## src/oew_regs.svh

```systemverilog
// register offsets, field positions, reset values and timing counts of the oscillator control block
`ifndef OEW_REGS_SVH
`define OEW_REGS_SVH

// ----------------------------------------
// register byte offsets
// ----------------------------------------
`define OEW_CTL_OFS        4'h0
`define OEW_SLPCTL_OFS     4'h1
`define OEW_SRC_OFS        4'h2
`define OEW_CORE_CLOCK_OFS       4'h3
`define OEW_STAT_OFS       4'h4
`define OEW_PINFN_OFS      4'h5

// ----------------------------------------
// control word and source register fields
// ----------------------------------------
`define OEW_CTL_INT_ON     0
`define OEW_CTL_FAST_ON    1
`define OEW_CTL_SLOW_ON    2
`define OEW_CTL_EXT_ON     3
`define OEW_CTL_IWT_LSB    4
`define OEW_CTL_FWT_LSB    6
`define OEW_SRC_PICK       2

// ----------------------------------------
// reset values
// ----------------------------------------
`define OEW_CTL_RST        8'h01
`define OEW_SLPCTL_RST     3'h0
`define OEW_SRC_RST        2'h0
`define OEW_PICK_RST       1'h0
`define OEW_GEAR_RST       2'h0
`define OEW_PINFN_RST      3'h0

// ----------------------------------------
// oscillator models: clk_sys cycles per oscillator cycle
// ----------------------------------------
`define OEW_INT_DIV        9'h004
`define OEW_FAST_DIV       9'h002
`define OEW_SLOW_DIV       9'h131

// ----------------------------------------
// stabilization waits in oscillator cycles
// ----------------------------------------
`define OEW_IWT_3          11'h008
`define OEW_IWT_2          11'h010
`define OEW_IWT_1          11'h020
`define OEW_IWT_0          11'h040
`define OEW_FWT_3          11'h080
`define OEW_FWT_2          11'h100
`define OEW_FWT_1          11'h200
`define OEW_FWT_0          11'h400
`define OEW_SWT            11'h100

`endif

```

## src/oew_pkg.sv

```systemverilog
// types shared by the oscillator control block
package oew_pkg;

  typedef enum logic [1:0] {
    OEW_SRC_INT  = 2'h0,
    OEW_SRC_SLOW = 2'h1,
    OEW_SRC_FAST = 2'h2,
    OEW_SRC_RSVD = 2'h3
  } oew_src_e;

  typedef struct packed {
    logic [1:0] fast_osc_wait_sel;
    logic [1:0] int_osc_wait_sel;
    logic       ext_fast_clk_on;
    logic       slow_osc_on;
    logic       fast_osc_on;
    logic       int_osc_on;
  } oew_ctl_s;

  typedef struct packed {
    logic slow_osc_sleep_off;
    logic fast_osc_sleep_off;
    logic int_osc_sleep_off;
  } oew_slp_s;

  typedef struct packed {
    logic out_b_func;
    logic out_a_func;
    logic ext_in_func;
  } oew_pinfn_s;

endpackage

```

## src/oew_top.sv

```systemverilog
// oscillator enable, sleep stop and stabilization wait logic with an avalon-mm register slave
`timescale 1ns/1ps
`include "oew_regs.svh"

module oew_top
  import oew_pkg::*;
(
  input  wire logic        clk_sys,
  input  wire logic        reset,
  input  wire logic [3:0]  avs_address,
  input  wire logic        avs_read,
  input  wire logic        avs_write,
  input  wire logic [31:0] avs_writedata,
  output logic      [31:0] avs_readdata,
  output logic             avs_waitrequest,
  input  wire logic        sleep_active,
  input  wire logic        ext_fast_clk_pin,
  output logic             int_osc_clk,
  output logic             fast_osc_clk,
  output logic             slow_osc_clk,
  output logic             sys_clk_en,
  output logic             core_clock_en,
  output logic [1:0]       sys_clk_src_sel,
  output logic             ext_in_func,
  output logic             out_a_func,
  output logic             out_b_func
);

  // ----------------------------------------
  // registers and state
  // ----------------------------------------
  oew_ctl_s    ctl_reg;
  oew_slp_s    slp_reg;
  oew_src_e    src_reg;
  logic        pick_reg;
  logic [1:0]  gear_reg;
  oew_pinfn_s  pinfn_reg;
  logic        sleep_reg;
  logic        ext_prev_reg;
  logic [2:0]  gear_cnt_reg;
  logic [2:0]  run;
  logic [8:0]  div_max   [3];
  logic [10:0] wait_lim  [3];
  logic [8:0]  div_cnt   [3];
  logic [10:0] wait_cnt  [3];
  logic [2:0]  osc_tick;
  logic [2:0]  wait_rdy;
  logic [2:0]  src_tick;
  logic [2:0]  src_rdy;
  logic [2:0]  osc_clk;
  logic        ext_ok;
  logic        ext_tick;
  logic        wr_ok;
  logic        rd_ok;
  logic        sleep_exit;
  logic        src_wr;
  oew_src_e    src_req;
  logic        src_req_ok;
  logic        sys_tick;
  logic [2:0]  gear_mask;
  logic [31:0] rd_next;
  oew_ctl_s    ctl_next;

  function automatic logic [10:0] oew_int_wait(input logic [1:0] sel);
    case (sel)
      2'h3:    oew_int_wait = `OEW_IWT_3;
      2'h2:    oew_int_wait = `OEW_IWT_2;
      2'h1:    oew_int_wait = `OEW_IWT_1;
      default: oew_int_wait = `OEW_IWT_0;
    endcase
  endfunction

  function automatic logic [10:0] oew_fast_wait(input logic [1:0] sel);
    case (sel)
      2'h3:    oew_fast_wait = `OEW_FWT_3;
      2'h2:    oew_fast_wait = `OEW_FWT_2;
      2'h1:    oew_fast_wait = `OEW_FWT_1;
      default: oew_fast_wait = `OEW_FWT_0;
    endcase
  endfunction

  // ----------------------------------------
  // bus slave: one wait cycle, then answer
  // ----------------------------------------
  assign wr_ok = avs_write && !avs_waitrequest;
  assign rd_ok = avs_read && avs_waitrequest;

  always_ff @(posedge clk_sys)
  begin
    if (reset)
      avs_waitrequest <= 1'b1;
    else if (!avs_waitrequest)
      avs_waitrequest <= 1'b1;
    else if (avs_read || avs_write)
      avs_waitrequest <= 1'b0;
  end

  always_comb
  begin
    rd_next = 32'h0;
    if (avs_address == `OEW_CTL_OFS)
      rd_next[7:0] = ctl_reg;
    else if (avs_address == `OEW_SLPCTL_OFS)
      rd_next[2:0] = slp_reg;
    else if (avs_address == `OEW_SRC_OFS)
      rd_next[2:0] = {pick_reg, src_reg};
    else if (avs_address == `OEW_CORE_CLOCK_OFS)
      rd_next[1:0] = gear_reg;
    else if (avs_address == `OEW_STAT_OFS)
      rd_next[5:0] = {run, src_rdy};
    else if (avs_address == `OEW_PINFN_OFS)
      rd_next[2:0] = pinfn_reg;
  end

  always_ff @(posedge clk_sys)
  begin
    if (reset)
      avs_readdata <= 32'h0;
    else if (rd_ok)
      avs_readdata <= rd_next;
  end

  // ----------------------------------------
  // sleep tracking
  // ----------------------------------------
  always_ff @(posedge clk_sys)
  begin
    if (reset)
      sleep_reg <= 1'b0;
    else
      sleep_reg <= sleep_active;
  end

  assign sleep_exit = sleep_reg && !sleep_active;

  // ----------------------------------------
  // oscillator control word
  // ----------------------------------------
  always_comb
  begin
    ctl_next = ctl_reg;
    if (wr_ok && avs_address == `OEW_CTL_OFS)
    begin
      ctl_next = avs_writedata[7:0];
      if (src_reg == OEW_SRC_INT)
        ctl_next.int_osc_on = 1'b1;
      if (src_reg == OEW_SRC_SLOW)
        ctl_next.slow_osc_on = 1'b1;
      if (src_reg == OEW_SRC_FAST && !pick_reg)
        ctl_next.fast_osc_on = 1'b1;
      if (src_reg == OEW_SRC_FAST && pick_reg)
        ctl_next.ext_fast_clk_on = 1'b1;
    end
    if (sleep_exit)
      ctl_next.int_osc_on = 1'b1;
  end

  always_ff @(posedge clk_sys)
  begin
    if (reset)
      ctl_reg <= `OEW_CTL_RST;
    else
      ctl_reg <= ctl_next;
  end

  always_ff @(posedge clk_sys)
  begin
    if (reset)
      slp_reg <= `OEW_SLPCTL_RST;
    else if (wr_ok && avs_address == `OEW_SLPCTL_OFS)
      slp_reg <= avs_writedata[2:0];
  end

  // ----------------------------------------
  // system clock source selection
  // ----------------------------------------
  assign src_wr  = wr_ok && avs_address == `OEW_SRC_OFS;
  assign src_req = oew_src_e'(avs_writedata[1:0]);

  always_comb
  begin
    case (src_req)
      OEW_SRC_INT:  src_req_ok = run[0];
      OEW_SRC_SLOW: src_req_ok = run[2];
      OEW_SRC_FAST: src_req_ok = avs_writedata[`OEW_SRC_PICK] ? ext_ok : run[1];
      default:      src_req_ok = 1'b0;
    endcase
  end

  always_ff @(posedge clk_sys)
  begin
    if (reset)
      src_reg <= oew_src_e'(`OEW_SRC_RST);
    else if (sleep_exit)
      src_reg <= OEW_SRC_INT;
    // switch only to a running source
    else if (src_wr && src_req_ok)
      src_reg <= src_req;
  end

  always_ff @(posedge clk_sys)
  begin
    if (reset)
      pick_reg <= `OEW_PICK_RST;
    else if (src_wr && src_reg != OEW_SRC_FAST)
      pick_reg <= avs_writedata[`OEW_SRC_PICK];
  end

  always_ff @(posedge clk_sys)
  begin
    if (reset)
      gear_reg <= `OEW_GEAR_RST;
    else if (wr_ok && avs_address == `OEW_CORE_CLOCK_OFS)
      gear_reg <= avs_writedata[1:0];
  end

  always_ff @(posedge clk_sys)
  begin
    if (reset)
      pinfn_reg <= `OEW_PINFN_RST;
    else if (wr_ok && avs_address == `OEW_PINFN_OFS)
      pinfn_reg <= avs_writedata[2:0];
  end

  // ----------------------------------------
  // oscillator run, wait and gating
  // ----------------------------------------
  // run follows enable and sleep stop
  assign run[0] = ctl_reg.int_osc_on && !(sleep_active && slp_reg.int_osc_sleep_off);
  assign run[1] = ctl_reg.fast_osc_on && !(sleep_active && slp_reg.fast_osc_sleep_off);
  assign run[2] = ctl_reg.slow_osc_on && !(sleep_active && slp_reg.slow_osc_sleep_off);

  assign div_max[0]  = `OEW_INT_DIV;
  assign div_max[1]  = `OEW_FAST_DIV;
  assign div_max[2]  = `OEW_SLOW_DIV;
  assign wait_lim[0] = oew_int_wait(ctl_reg.int_osc_wait_sel);
  assign wait_lim[1] = oew_fast_wait(ctl_reg.fast_osc_wait_sel);
  assign wait_lim[2] = `OEW_SWT;

  genvar g;
  generate
    for (g = 0; g < 3; g++)
    begin : gen_osc
      always_ff @(posedge clk_sys)
      begin
        if (reset || !run[g])
        begin
          div_cnt[g]  <= 9'h0;
          osc_tick[g] <= 1'b0;
        end
        else if (div_cnt[g] == div_max[g] - 9'h1)
        begin
          div_cnt[g]  <= 9'h0;
          osc_tick[g] <= 1'b1;
        end
        else
        begin
          div_cnt[g]  <= div_cnt[g] + 9'h1;
          osc_tick[g] <= 1'b0;
        end
      end

      always_ff @(posedge clk_sys)
      begin
        if (reset || !run[g])
        begin
          wait_cnt[g] <= 11'h0;
          wait_rdy[g] <= 1'b0;
        end
        else if (osc_tick[g] && !wait_rdy[g])
        begin
          if (wait_cnt[g] == wait_lim[g] - 11'h1)
            wait_rdy[g] <= 1'b1;
          else
            wait_cnt[g] <= wait_cnt[g] + 11'h1;
        end
      end

      always_ff @(posedge clk_sys)
      begin
        if (reset || !src_rdy[g])
          osc_clk[g] <= 1'b0;
        else if (src_tick[g])
          osc_clk[g] <= ~osc_clk[g];
      end
    end
  endgenerate

  // ----------------------------------------
  // external fast clock input
  // ----------------------------------------
  always_ff @(posedge clk_sys)
  begin
    if (reset)
      ext_prev_reg <= 1'b0;
    else
      ext_prev_reg <= ext_fast_clk_pin;
  end

  // input accepted only when enabled and routed
  assign ext_ok   = ctl_reg.ext_fast_clk_on && pinfn_reg.ext_in_func;
  assign ext_tick = ext_ok && ext_fast_clk_pin && !ext_prev_reg;

  assign src_tick = {osc_tick[2], pick_reg ? ext_tick : osc_tick[1], osc_tick[0]};
  assign src_rdy  = {wait_rdy[2], pick_reg ? ext_ok : wait_rdy[1], wait_rdy[0]};

  // ----------------------------------------
  // system and core clock enables
  // ----------------------------------------
  // pulses from the selected, stable source only
  assign sys_tick = (src_reg == OEW_SRC_INT)  ? (src_tick[0] && src_rdy[0]) :
                    (src_reg == OEW_SRC_SLOW) ? (src_tick[2] && src_rdy[2]) :
                    (src_reg == OEW_SRC_FAST) ? (src_tick[1] && src_rdy[1]) : 1'b0;

  always_comb
  begin
    case (gear_reg)
      2'h3:    gear_mask = 3'h7;
      2'h2:    gear_mask = 3'h3;
      2'h1:    gear_mask = 3'h1;
      default: gear_mask = 3'h0;
    endcase
  end

  always_ff @(posedge clk_sys)
  begin
    if (reset)
      gear_cnt_reg <= 3'h0;
    else if (sys_tick)
      gear_cnt_reg <= gear_cnt_reg + 3'h1;
  end

  always_ff @(posedge clk_sys)
  begin
    if (reset)
    begin
      sys_clk_en    <= 1'b0;
      core_clock_en <= 1'b0;
    end
    else
    begin
      sys_clk_en    <= sys_tick;
      core_clock_en <= sys_tick && ((gear_cnt_reg & gear_mask) == 3'h0);
    end
  end

  // ----------------------------------------
  // registered outputs
  // ----------------------------------------
  always_ff @(posedge clk_sys)
  begin
    if (reset)
    begin
      int_osc_clk     <= 1'b0;
      fast_osc_clk    <= 1'b0;
      slow_osc_clk    <= 1'b0;
      sys_clk_src_sel <= 2'h0;
      ext_in_func     <= 1'b0;
      out_a_func      <= 1'b0;
      out_b_func      <= 1'b0;
    end
    else
    begin
      int_osc_clk     <= osc_clk[0];
      fast_osc_clk    <= osc_clk[1];
      slow_osc_clk    <= osc_clk[2];
      sys_clk_src_sel <= src_reg;
      ext_in_func     <= pinfn_reg.ext_in_func;
      out_a_func      <= pinfn_reg.out_a_func;
      out_b_func      <= pinfn_reg.out_b_func;
    end
  end

  // ----------------------------------------
  // assertions
  // ----------------------------------------
  a_reset_int_on: assert property (@(posedge clk_sys) reset |=> ctl_reg.int_osc_on)
    else $error("internal oscillator not on after reset");
  a_reset_fast_off: assert property (@(posedge clk_sys) reset |=> !ctl_reg.fast_osc_on)
    else $error("fast oscillator not off after reset");
  a_reset_slow_off: assert property (@(posedge clk_sys) reset |=> !ctl_reg.slow_osc_on)
    else $error("slow oscillator not off after reset");
  a_reset_src_int: assert property (@(posedge clk_sys) reset |=> src_reg == OEW_SRC_INT)
    else $error("source not internal after reset");
  a_src_refused: assert property (@(posedge clk_sys) disable iff (reset)
    (src_wr && !src_req_ok && !sleep_exit) |=> $stable(src_reg))
    else $error("switch to a stopped source was taken");
  a_sel_stays_on: assert property (@(posedge clk_sys) disable iff (reset)
    src_reg == OEW_SRC_SLOW |-> ctl_reg.slow_osc_on)
    else $error("selected slow oscillator turned off");
  a_int_wait_hold: assert property (@(posedge clk_sys) disable iff (reset)
    $rose(run[0]) |-> !wait_rdy[0] [*8])
    else $error("internal clock released before its wait");
  a_int_wait_len: assert property (@(posedge clk_sys) disable iff (reset)
    $rose(wait_rdy[0]) |-> $past(wait_cnt[0]) == wait_lim[0] - 11'h1)
    else $error("internal wait length wrong");
  a_sleep_exit: assert property (@(posedge clk_sys) disable iff (reset)
    sleep_exit |=> ctl_reg.int_osc_on && src_reg == OEW_SRC_INT)
    else $error("sleep exit did not restore internal source");
  a_clk_low_wait: assert property (@(posedge clk_sys) disable iff (reset)
    !src_rdy[2] |=> ##1 !slow_osc_clk)
    else $error("slow clock output toggled while waiting");
  a_ext_no_wait: assert property (@(posedge clk_sys) disable iff (reset)
    (pick_reg && ext_tick) |=> osc_clk[1] != $past(osc_clk[1]))
    else $error("external fast clock held by a wait");

endmodule

```

## config.mk

```make
export PLATFORM = sky130hd
export DESIGN_NAME = oew_top
export DESIGN_NICKNAME = d
export VERILOG_FILES = /design/src/oew_pkg.sv /design/src/oew_top.sv
export VERILOG_INCLUDE_DIRS = /design/src
export SDC_FILE = /design/constraint.sdc
export NUM_CORES = 1
export LEC_CHECK = 0
export BUFFER_PORTS_ARGS = -buffer_cell sky130_fd_sc_hd__buf_2
export CAP_MARGIN = 20
export CORE_AREA = 3 3 110 112
export CTS_BUF_LIST = sky130_fd_sc_hd__clkbuf_16
export CTS_CLUSTER_DIAMETER = 80
export CTS_CLUSTER_SIZE = 24
export DETAILED_ROUTE_END_ITERATION = 8
export DIE_AREA = 0 0 113 115
export PLACE_DENSITY_LB_ADDON = 0.15
export SLEW_MARGIN = 20
export SYNTH_ARGS = -nofsm -noshare
export SYNTH_HDL_FRONTEND = slang
export SYNTH_SLANG_ARGS = --single-unit
```

## constraint.sdc

```tcl
create_clock -name clk_sys -period 2.6 [get_ports clk_sys]
set_input_delay 0.26 -clock clk_sys [delete_from_list [all_inputs] [get_ports clk_sys]]
set_output_delay 0.26 -clock clk_sys [all_outputs]
set_load 0.03 [all_outputs]
```

==> results.yml, run 1 <==
status:
  status: "completed"
synth:
  synth-async-reset-ratio_pct: 0
  synthCells: 564
  synthTopCellsByArea: "edfxtp_1 32%, dfxtp_1 19%, nor2_1 7.2%"
  synthSimpleGateAreaFrac_pct: 22.22
  synthAdderAreaFrac_pct: 2.030
  synthTopCellsByCount: "106 x nor2_1, 60 x edfxtp_1, 52 x dfxtp_1"
  synth-xor-area-share_pct: 8.053
  synth_edf_count: 60
  synth.ff_latch_count: 112
  synth_compound_area_share_pct: 7.241
  ys_seq_area_share_pct: 51.25
  synth_largest_area_cell: "edfxtp_1"
  synth_cell_types: 59
  yosys.area.top_type_share_pct: 32.48
  synth_top_family_by_area: "simple AND/OR/NAND/NOR gates"
  yosysWarnings: 0
  synthFlopType: "edfxtp_1"
  synth.most_common_cell: "nor2_1"
  synthesis.area_um2: 5547
  syn_area_per_cell_um2: 9.834
  synthMuxAreaShare_pct: 3.474
cts:
  cts.path.max_buffers: 2
  hold_buffers: 0
  ctsResizeCount: 0
  cts_buffers: 9
  cts_sinks: 112
  cts-root-buf: "clkbuf_16"
  clkTransAtPathRegs_ps: 70
  clk_latency_ps: 340
  htreeDepth: 3
  post_cts_buffers: 0
  cts_tree: "done"
setup_path:
  cp_slowest_cell: "a21oi_1"
  r2r_start: "wait_cnt[1][7]"
  cp_data_required_time_ps: 2560
  path_cells: "and4b_1 -> a31oi_1 -> o21ai_1 -> and3_1 -> a21oi_1"
  critPathKind: "reg -> reg"
  path_max_fanout: 11
  cp_data_arrival_time_ps: 2290
  worst-path-buf-inv: 0
  crit_path_start_kind: "flip-flop"
  cp.depth: 5
  r2r_setup_slack_ps: 270
  slowest_delay_ps: 790
  worst_setup_path_end_kind: "flip-flop"
  r2r-end: "wait_cnt[1][5]"
  cpLargestDelayFamily: "compound AO/OA/AOI/OAI gates"
  reg2reg_depth: 5
floorplanning:
  initial_core_util_pct: 48.99
  die_w_um: 113
  dieArea_um2: 13000
  die_h_um: 115
  core_area_um2: 11320
  ios: 85
  std_cell_rows: 39
sta:
  max-slew-margin-rel_pct: 31.15
  finalClockSkew_ps: 5.009
  worst_pin_slew_ps: 1033
  grt_setup_unrepaired: "false"
  slew_violations: 0
  fin_crit_sh_pct: 89.70
  max_freq_mhz: 428.8
  setup_viol: 0
  layout_min_cycle_time_ps: 2332
  setup_tns_ps: 0
  hold_viol: 0
drt:
  drcViolationCount: 0
  wl_per_cell_um: 13.44
  vias: 3906
  via_per_inst: 5.047
  dr.pass1.iters: 4
  drt-initial-drc-count: 243
  ant_nets: 0
  totalWireLength_mm: 10.40
global_route:
  grt_pass1_vias: 3627
  grt_usage_pct: 16.88
  grt_overflow: 0
  antenna_found_initial: 0
  grt_max_degree: 41
  grt_pass1_wl_mm: 17.55
worst_hold_path:
  hold_start: "avs_write"
  hold_class: "in -> reg"
  whs_path_depth: 2
  worst_hold_path.endpoint: "avs_waitrequest"
layout:
  num-nets-final: 677
  top_register: "wait_cnt"
  multi_input_area_um2: 2577
  utilization_pct: 54.17
  diodes: 0
  reg_top3: "wait_cnt x33, div_cnt x27"
  n_fill_cell: 1063
  register_area_um2: 2843
  drive_gt1_share_pct: 10.30
  syn_to_final_growth_pct: 10.56
  largest_reg_flops: 33
power:
  power_leakage_nw: 2.388
  ir_drop_v: 0.0007136
  power_density_nw_per_um2: 545.2
  power_mw: 3.343
placed_design:
  hpwl_mm: 7.560
  portBuffers: 36
  finalWeightedCongestion: 0.7864
flow_run:
  cap_violations: 0
==> cell type report <==
type,instances,area share (%)
sequential,112,46.36
multi-input combinational,446,42.03
clock buffer,9,3.673
timing repair buffer,41,3.550
tap,143,2.918
inverter,16,0.9794
clock inverter,7,0.4897
==> per-layer routing <==
| metal | share of wire, % | wire length, um | up-vias | track usage [%] |
|---|---|---|---|---|
| li1 | - | - | 2008 | - |
| met1 | 49 | 5132 | 1819 | 23.30 |
| met2 | 45 | 4698 | 75 | 25.99 |
| met3 | 4.9 | 512 | 4 | 5.158 |
| met4 | 0.58 | 60 | 0 | 4.567 |
| met5 | 0 | 0 | - | 0 |
==> logic make-up (layout without fill, tap and decap cells) <==
| group | Yosys count | after routing |
|---|---|---|
| fa+ha+maj | 9 | 9 |
| xor+xnor | 51 | 51 |
| simple gates | 254 | 254 |
| mux | 19 | 19 |
| other cells | 2 | 51 |
| buf+inv | 55 | 73 |
| flops | 112 | 112 |
| compound gates | 62 | 62 |
==> layout by cell type, fill, tap and decap left out, types with 3 or more instances in the layout <==
master,instances
a211oi_1,5
a21oi_1,23
a31oi_1,3
and2_1,6
and3_1,8
and4_1,4
buf_2,36
buf_4,5
clkbuf_16,9
clkinv_1,3
clkinv_2,3
conb_1,51
dfxtp_1,52
edfxtp_1,60
ha_1,9
inv_1,16
mux2i_1,17
nand2_1,41
nand2b_1,3
nand3_1,24
nand3b_1,3
nand4_1,13
nor2_1,106
nor2b_1,16
nor3_1,10
nor4_1,3
o21ai_0,10
or3_1,3
xnor2_1,21
xor2_1,30
==> metrics by stage <==
step / hold WS (ps) / setup WS [ps] / cells / area [um2]
after floorplan: 340.0 / 462.4 / 613 / 5731
after global placement: 443.3 / 304.0 / 758 / 5877
after detailed placement: 443.7 / 237.1 / 758 / 5877
after CTS: 105.1 / 225.8 / 774 / 6132
after global routing: 110.6 / 95.97 / 774 / 6132
final: 117.0 / 267.8 / 774 / 6132
==> how the worst max path moves through the flow <==
stage	from	endpoint	slack (ps)
after global placement	wait_cnt[1][7]	wait_cnt[1][3]	300
after global routing	wait_cnt[1][7]	wait_cnt[1][5]	100
after detailed placement	wait_cnt[1][7]	wait_cnt[1][3]	240
after CTS	wait_cnt[1][7]	wait_cnt[1][5]	230
after floorplan	wait_cnt[2][0]	wait_cnt[2][0]	460
final	wait_cnt[1][7]	wait_cnt[1][5]	270
==> power by group <==
| group | leakage (nW) | total [mW] | switching [mW] | internal (mW) |
|---|---|---|---|---|
| sequential | 1.08 | 1.93 | 0.0355 | 1.89 |
| clock | 0.135 | 1.21 | 0.582 | 0.632 |
| combinational | 1.17 | 0.202 | 0.144 | 0.0577 |
| total | 2.39 | 3.34 | 0.762 | 2.58 |
(Power assumes the default switching activity.)
==> inputs of run 2 (changes only) <==
==> constraint.sdc (replaced) <==
create_clock -name clk_sys -period 2.4 [get_ports clk_sys]
set_input_delay 0.24 -clock clk_sys [delete_from_list [all_inputs] [get_ports clk_sys]]
set_output_delay 0.24 -clock clk_sys [all_outputs]
set_load 0.03 [all_outputs]
==> run 2 against run 1 <==
Effect of this change: sequential share of layout area is 0.40 points lower; cell area grew 0.88%; clock skew increased by 2.1 ps; hold slack got worse by 30 ps; critical path type unchanged; critical endpoint is now wait_cnt[0][2]; largest power group unchanged; register-to-register slack improved by 60 ps; power is 14% higher.
==> results.yml, run 2 (synthesis results as in run 1) <==
layout:
  final_common_cell: "nor2_1"
  diodes: 0
  syn_to_final_growth_pct: 11.53
  num-nets-final: 679
  drive_gt1_share_pct: 11.06
  final_cell_mix: "106 x nor2_1, 60 x edfxtp_1, 52 x dfxtp_1"
  top_register: "wait_cnt"
  reg_top3: "wait_cnt x33, div_cnt x27"
  largest_reg_flops: 33
  utilization_pct: 54.64
cts:
  cts_tree: "done"
  clk_latency_ps: 350
  cts_buffers: 9
  hold_buffers: 0
  cts.path.max_buffers: 2
  post_cts_buffers: 0
  cts_sinks: 112
  ctsResizeCount: 0
  htreeDepth: 3
  clkTransAtPathRegs_ps: 70
  cts-root-buf: "clkbuf_16"
sta:
  worst_pin_slew_ps: 583.2
  layout_min_cycle_time_ps: 2069
  finalClockSkew_ps: 7.153
  max-slew-margin-rel_pct: 60.77
  slew_violations: 0
  max_freq_mhz: 483.3
  setup_tns_ps: 0
  fin_crit_sh_pct: 86.22
  grt_setup_unrepaired: "false"
  setup_viol: 0
  hold_viol: 0
setup_path:
  cp_data_required_time_ps: 2490
  r2r_start: "wait_cnt[0][3]"
  cp-startpoint: "wait_cnt[0][3]"
  path_cells: "a211o_1 -> mux2_2 -> o311ai_2 -> or2_1 -> nor2_1"
  slowest_delay_ps: 490
  cp_data_arrival_time_ps: 2160
  path_max_fanout: 11
  critPathKind: "reg -> reg"
  cp_slowest_cell: "edfxtp_1"
  worst_setup_path_end_kind: "flip-flop"
  crit_path_start_kind: "flip-flop"
drt:
  via_per_inst: 5.186
  totalWireLength_mm: 10.68
  vias: 4024
  drt-initial-drc-count: 311
  wl_per_cell_um: 13.76
  drcViolationCount: 0
  dr.pass1.iters: 4
  ant_nets: 0
power:
  ir_drop_v: 0.0003687
  power_leakage_nw: 2.413
  power_density_nw_per_um2: 614.7
flow_run:
  cap_violations: 0
global_route:
  grt_max_degree: 41
  grt_usage_pct: 17.12
  grt_pass1_wl_mm: 17.88
  grt_pass1_vias: 3678
  antenna_found_initial: 0
  grt_overflow: 0
worst_hold_path:
  hold_start: "avs_write"
  hold_class: "in -> reg"
floorplanning:
  initial_core_util_pct: 48.99
  die_w_um: 113
  std_cell_rows: 39
  core_area_um2: 11320
  die_h_um: 115
  ios: 85
  dieArea_um2: 13000
status:
  status: "completed"
placed_design:
  finalWeightedCongestion: 0.8392
  hpwl_mm: 7.747
  portBuffers: 36
==> run 2: cell types whose count changed in the layout (fill, tap and decap cells not counted), sizes merged <==
cell,before,now
clkbuf,9,10
clkinv,6,5
buf,41,42
bufinv,0,1
==> run 2: path summary, 6_finish.rpt <==
check / endpoint / slack [ps] / cells past startpoint
max: wait_cnt[0][2] / 330 / 5
min: avs_waitrequest / 90 / 2
max reg2reg: wait_cnt[0][2] / 330 / 5
min reg2reg: avs_readdata[6] / 460 / 2
==> run 2: per-stage QoR <==
stage	instances	worst slack [ps]	total power [mW]	hold slack, ps	cell area, um2
final	776	330.8	3.803	87.45	6186
after global routing	776	206.7	3.933	107.1	6186
after CTS	775	90.62	3.838	76.49	6178
after detailed placement	759	97.05	2.348	446.5	5884
after global placement	759	153.8	2.343	441.3	5884
after floorplan	613	262.4	2.314	320.0	5731
==> run 2: area by class of cell <==
type                            count  area, um2
Fill cell                        1060       5135
Sequential cell                   112       2843
Multi-Input combinational cell    446       2577
Timing Repair Buffer               43      232.7
Clock buffer                        9      225.2
Tap cell                          143      178.9
Clock inverter                      7      68.82
Inverter                           16      60.06
==> run 2: metal layers <==
layer	vias to the layer above	track usage (%)	routed length, um
met1	1907	24.15	5265
met5	-	0	0
met3	9	2.895	469
li1	2026	-	-
met4	0	6.731	136
met2	82	26.46	4807
==> run 2: worst max-delay path: cells and delay by family, from the launching register on <==
kind,cells,cell delay [ps]
flops,1,490
mux,1,280
compound gates,2,570
simple gates,2,470
==> run 2: report_power, final <==
part	internal, mW	total, mW	switching [mW]
Combinational	0.0629	0.221	0.158
Clock	0.811	1.50	0.685
Sequential	2.05	2.09	0.0383
Total	2.92	3.80	0.881
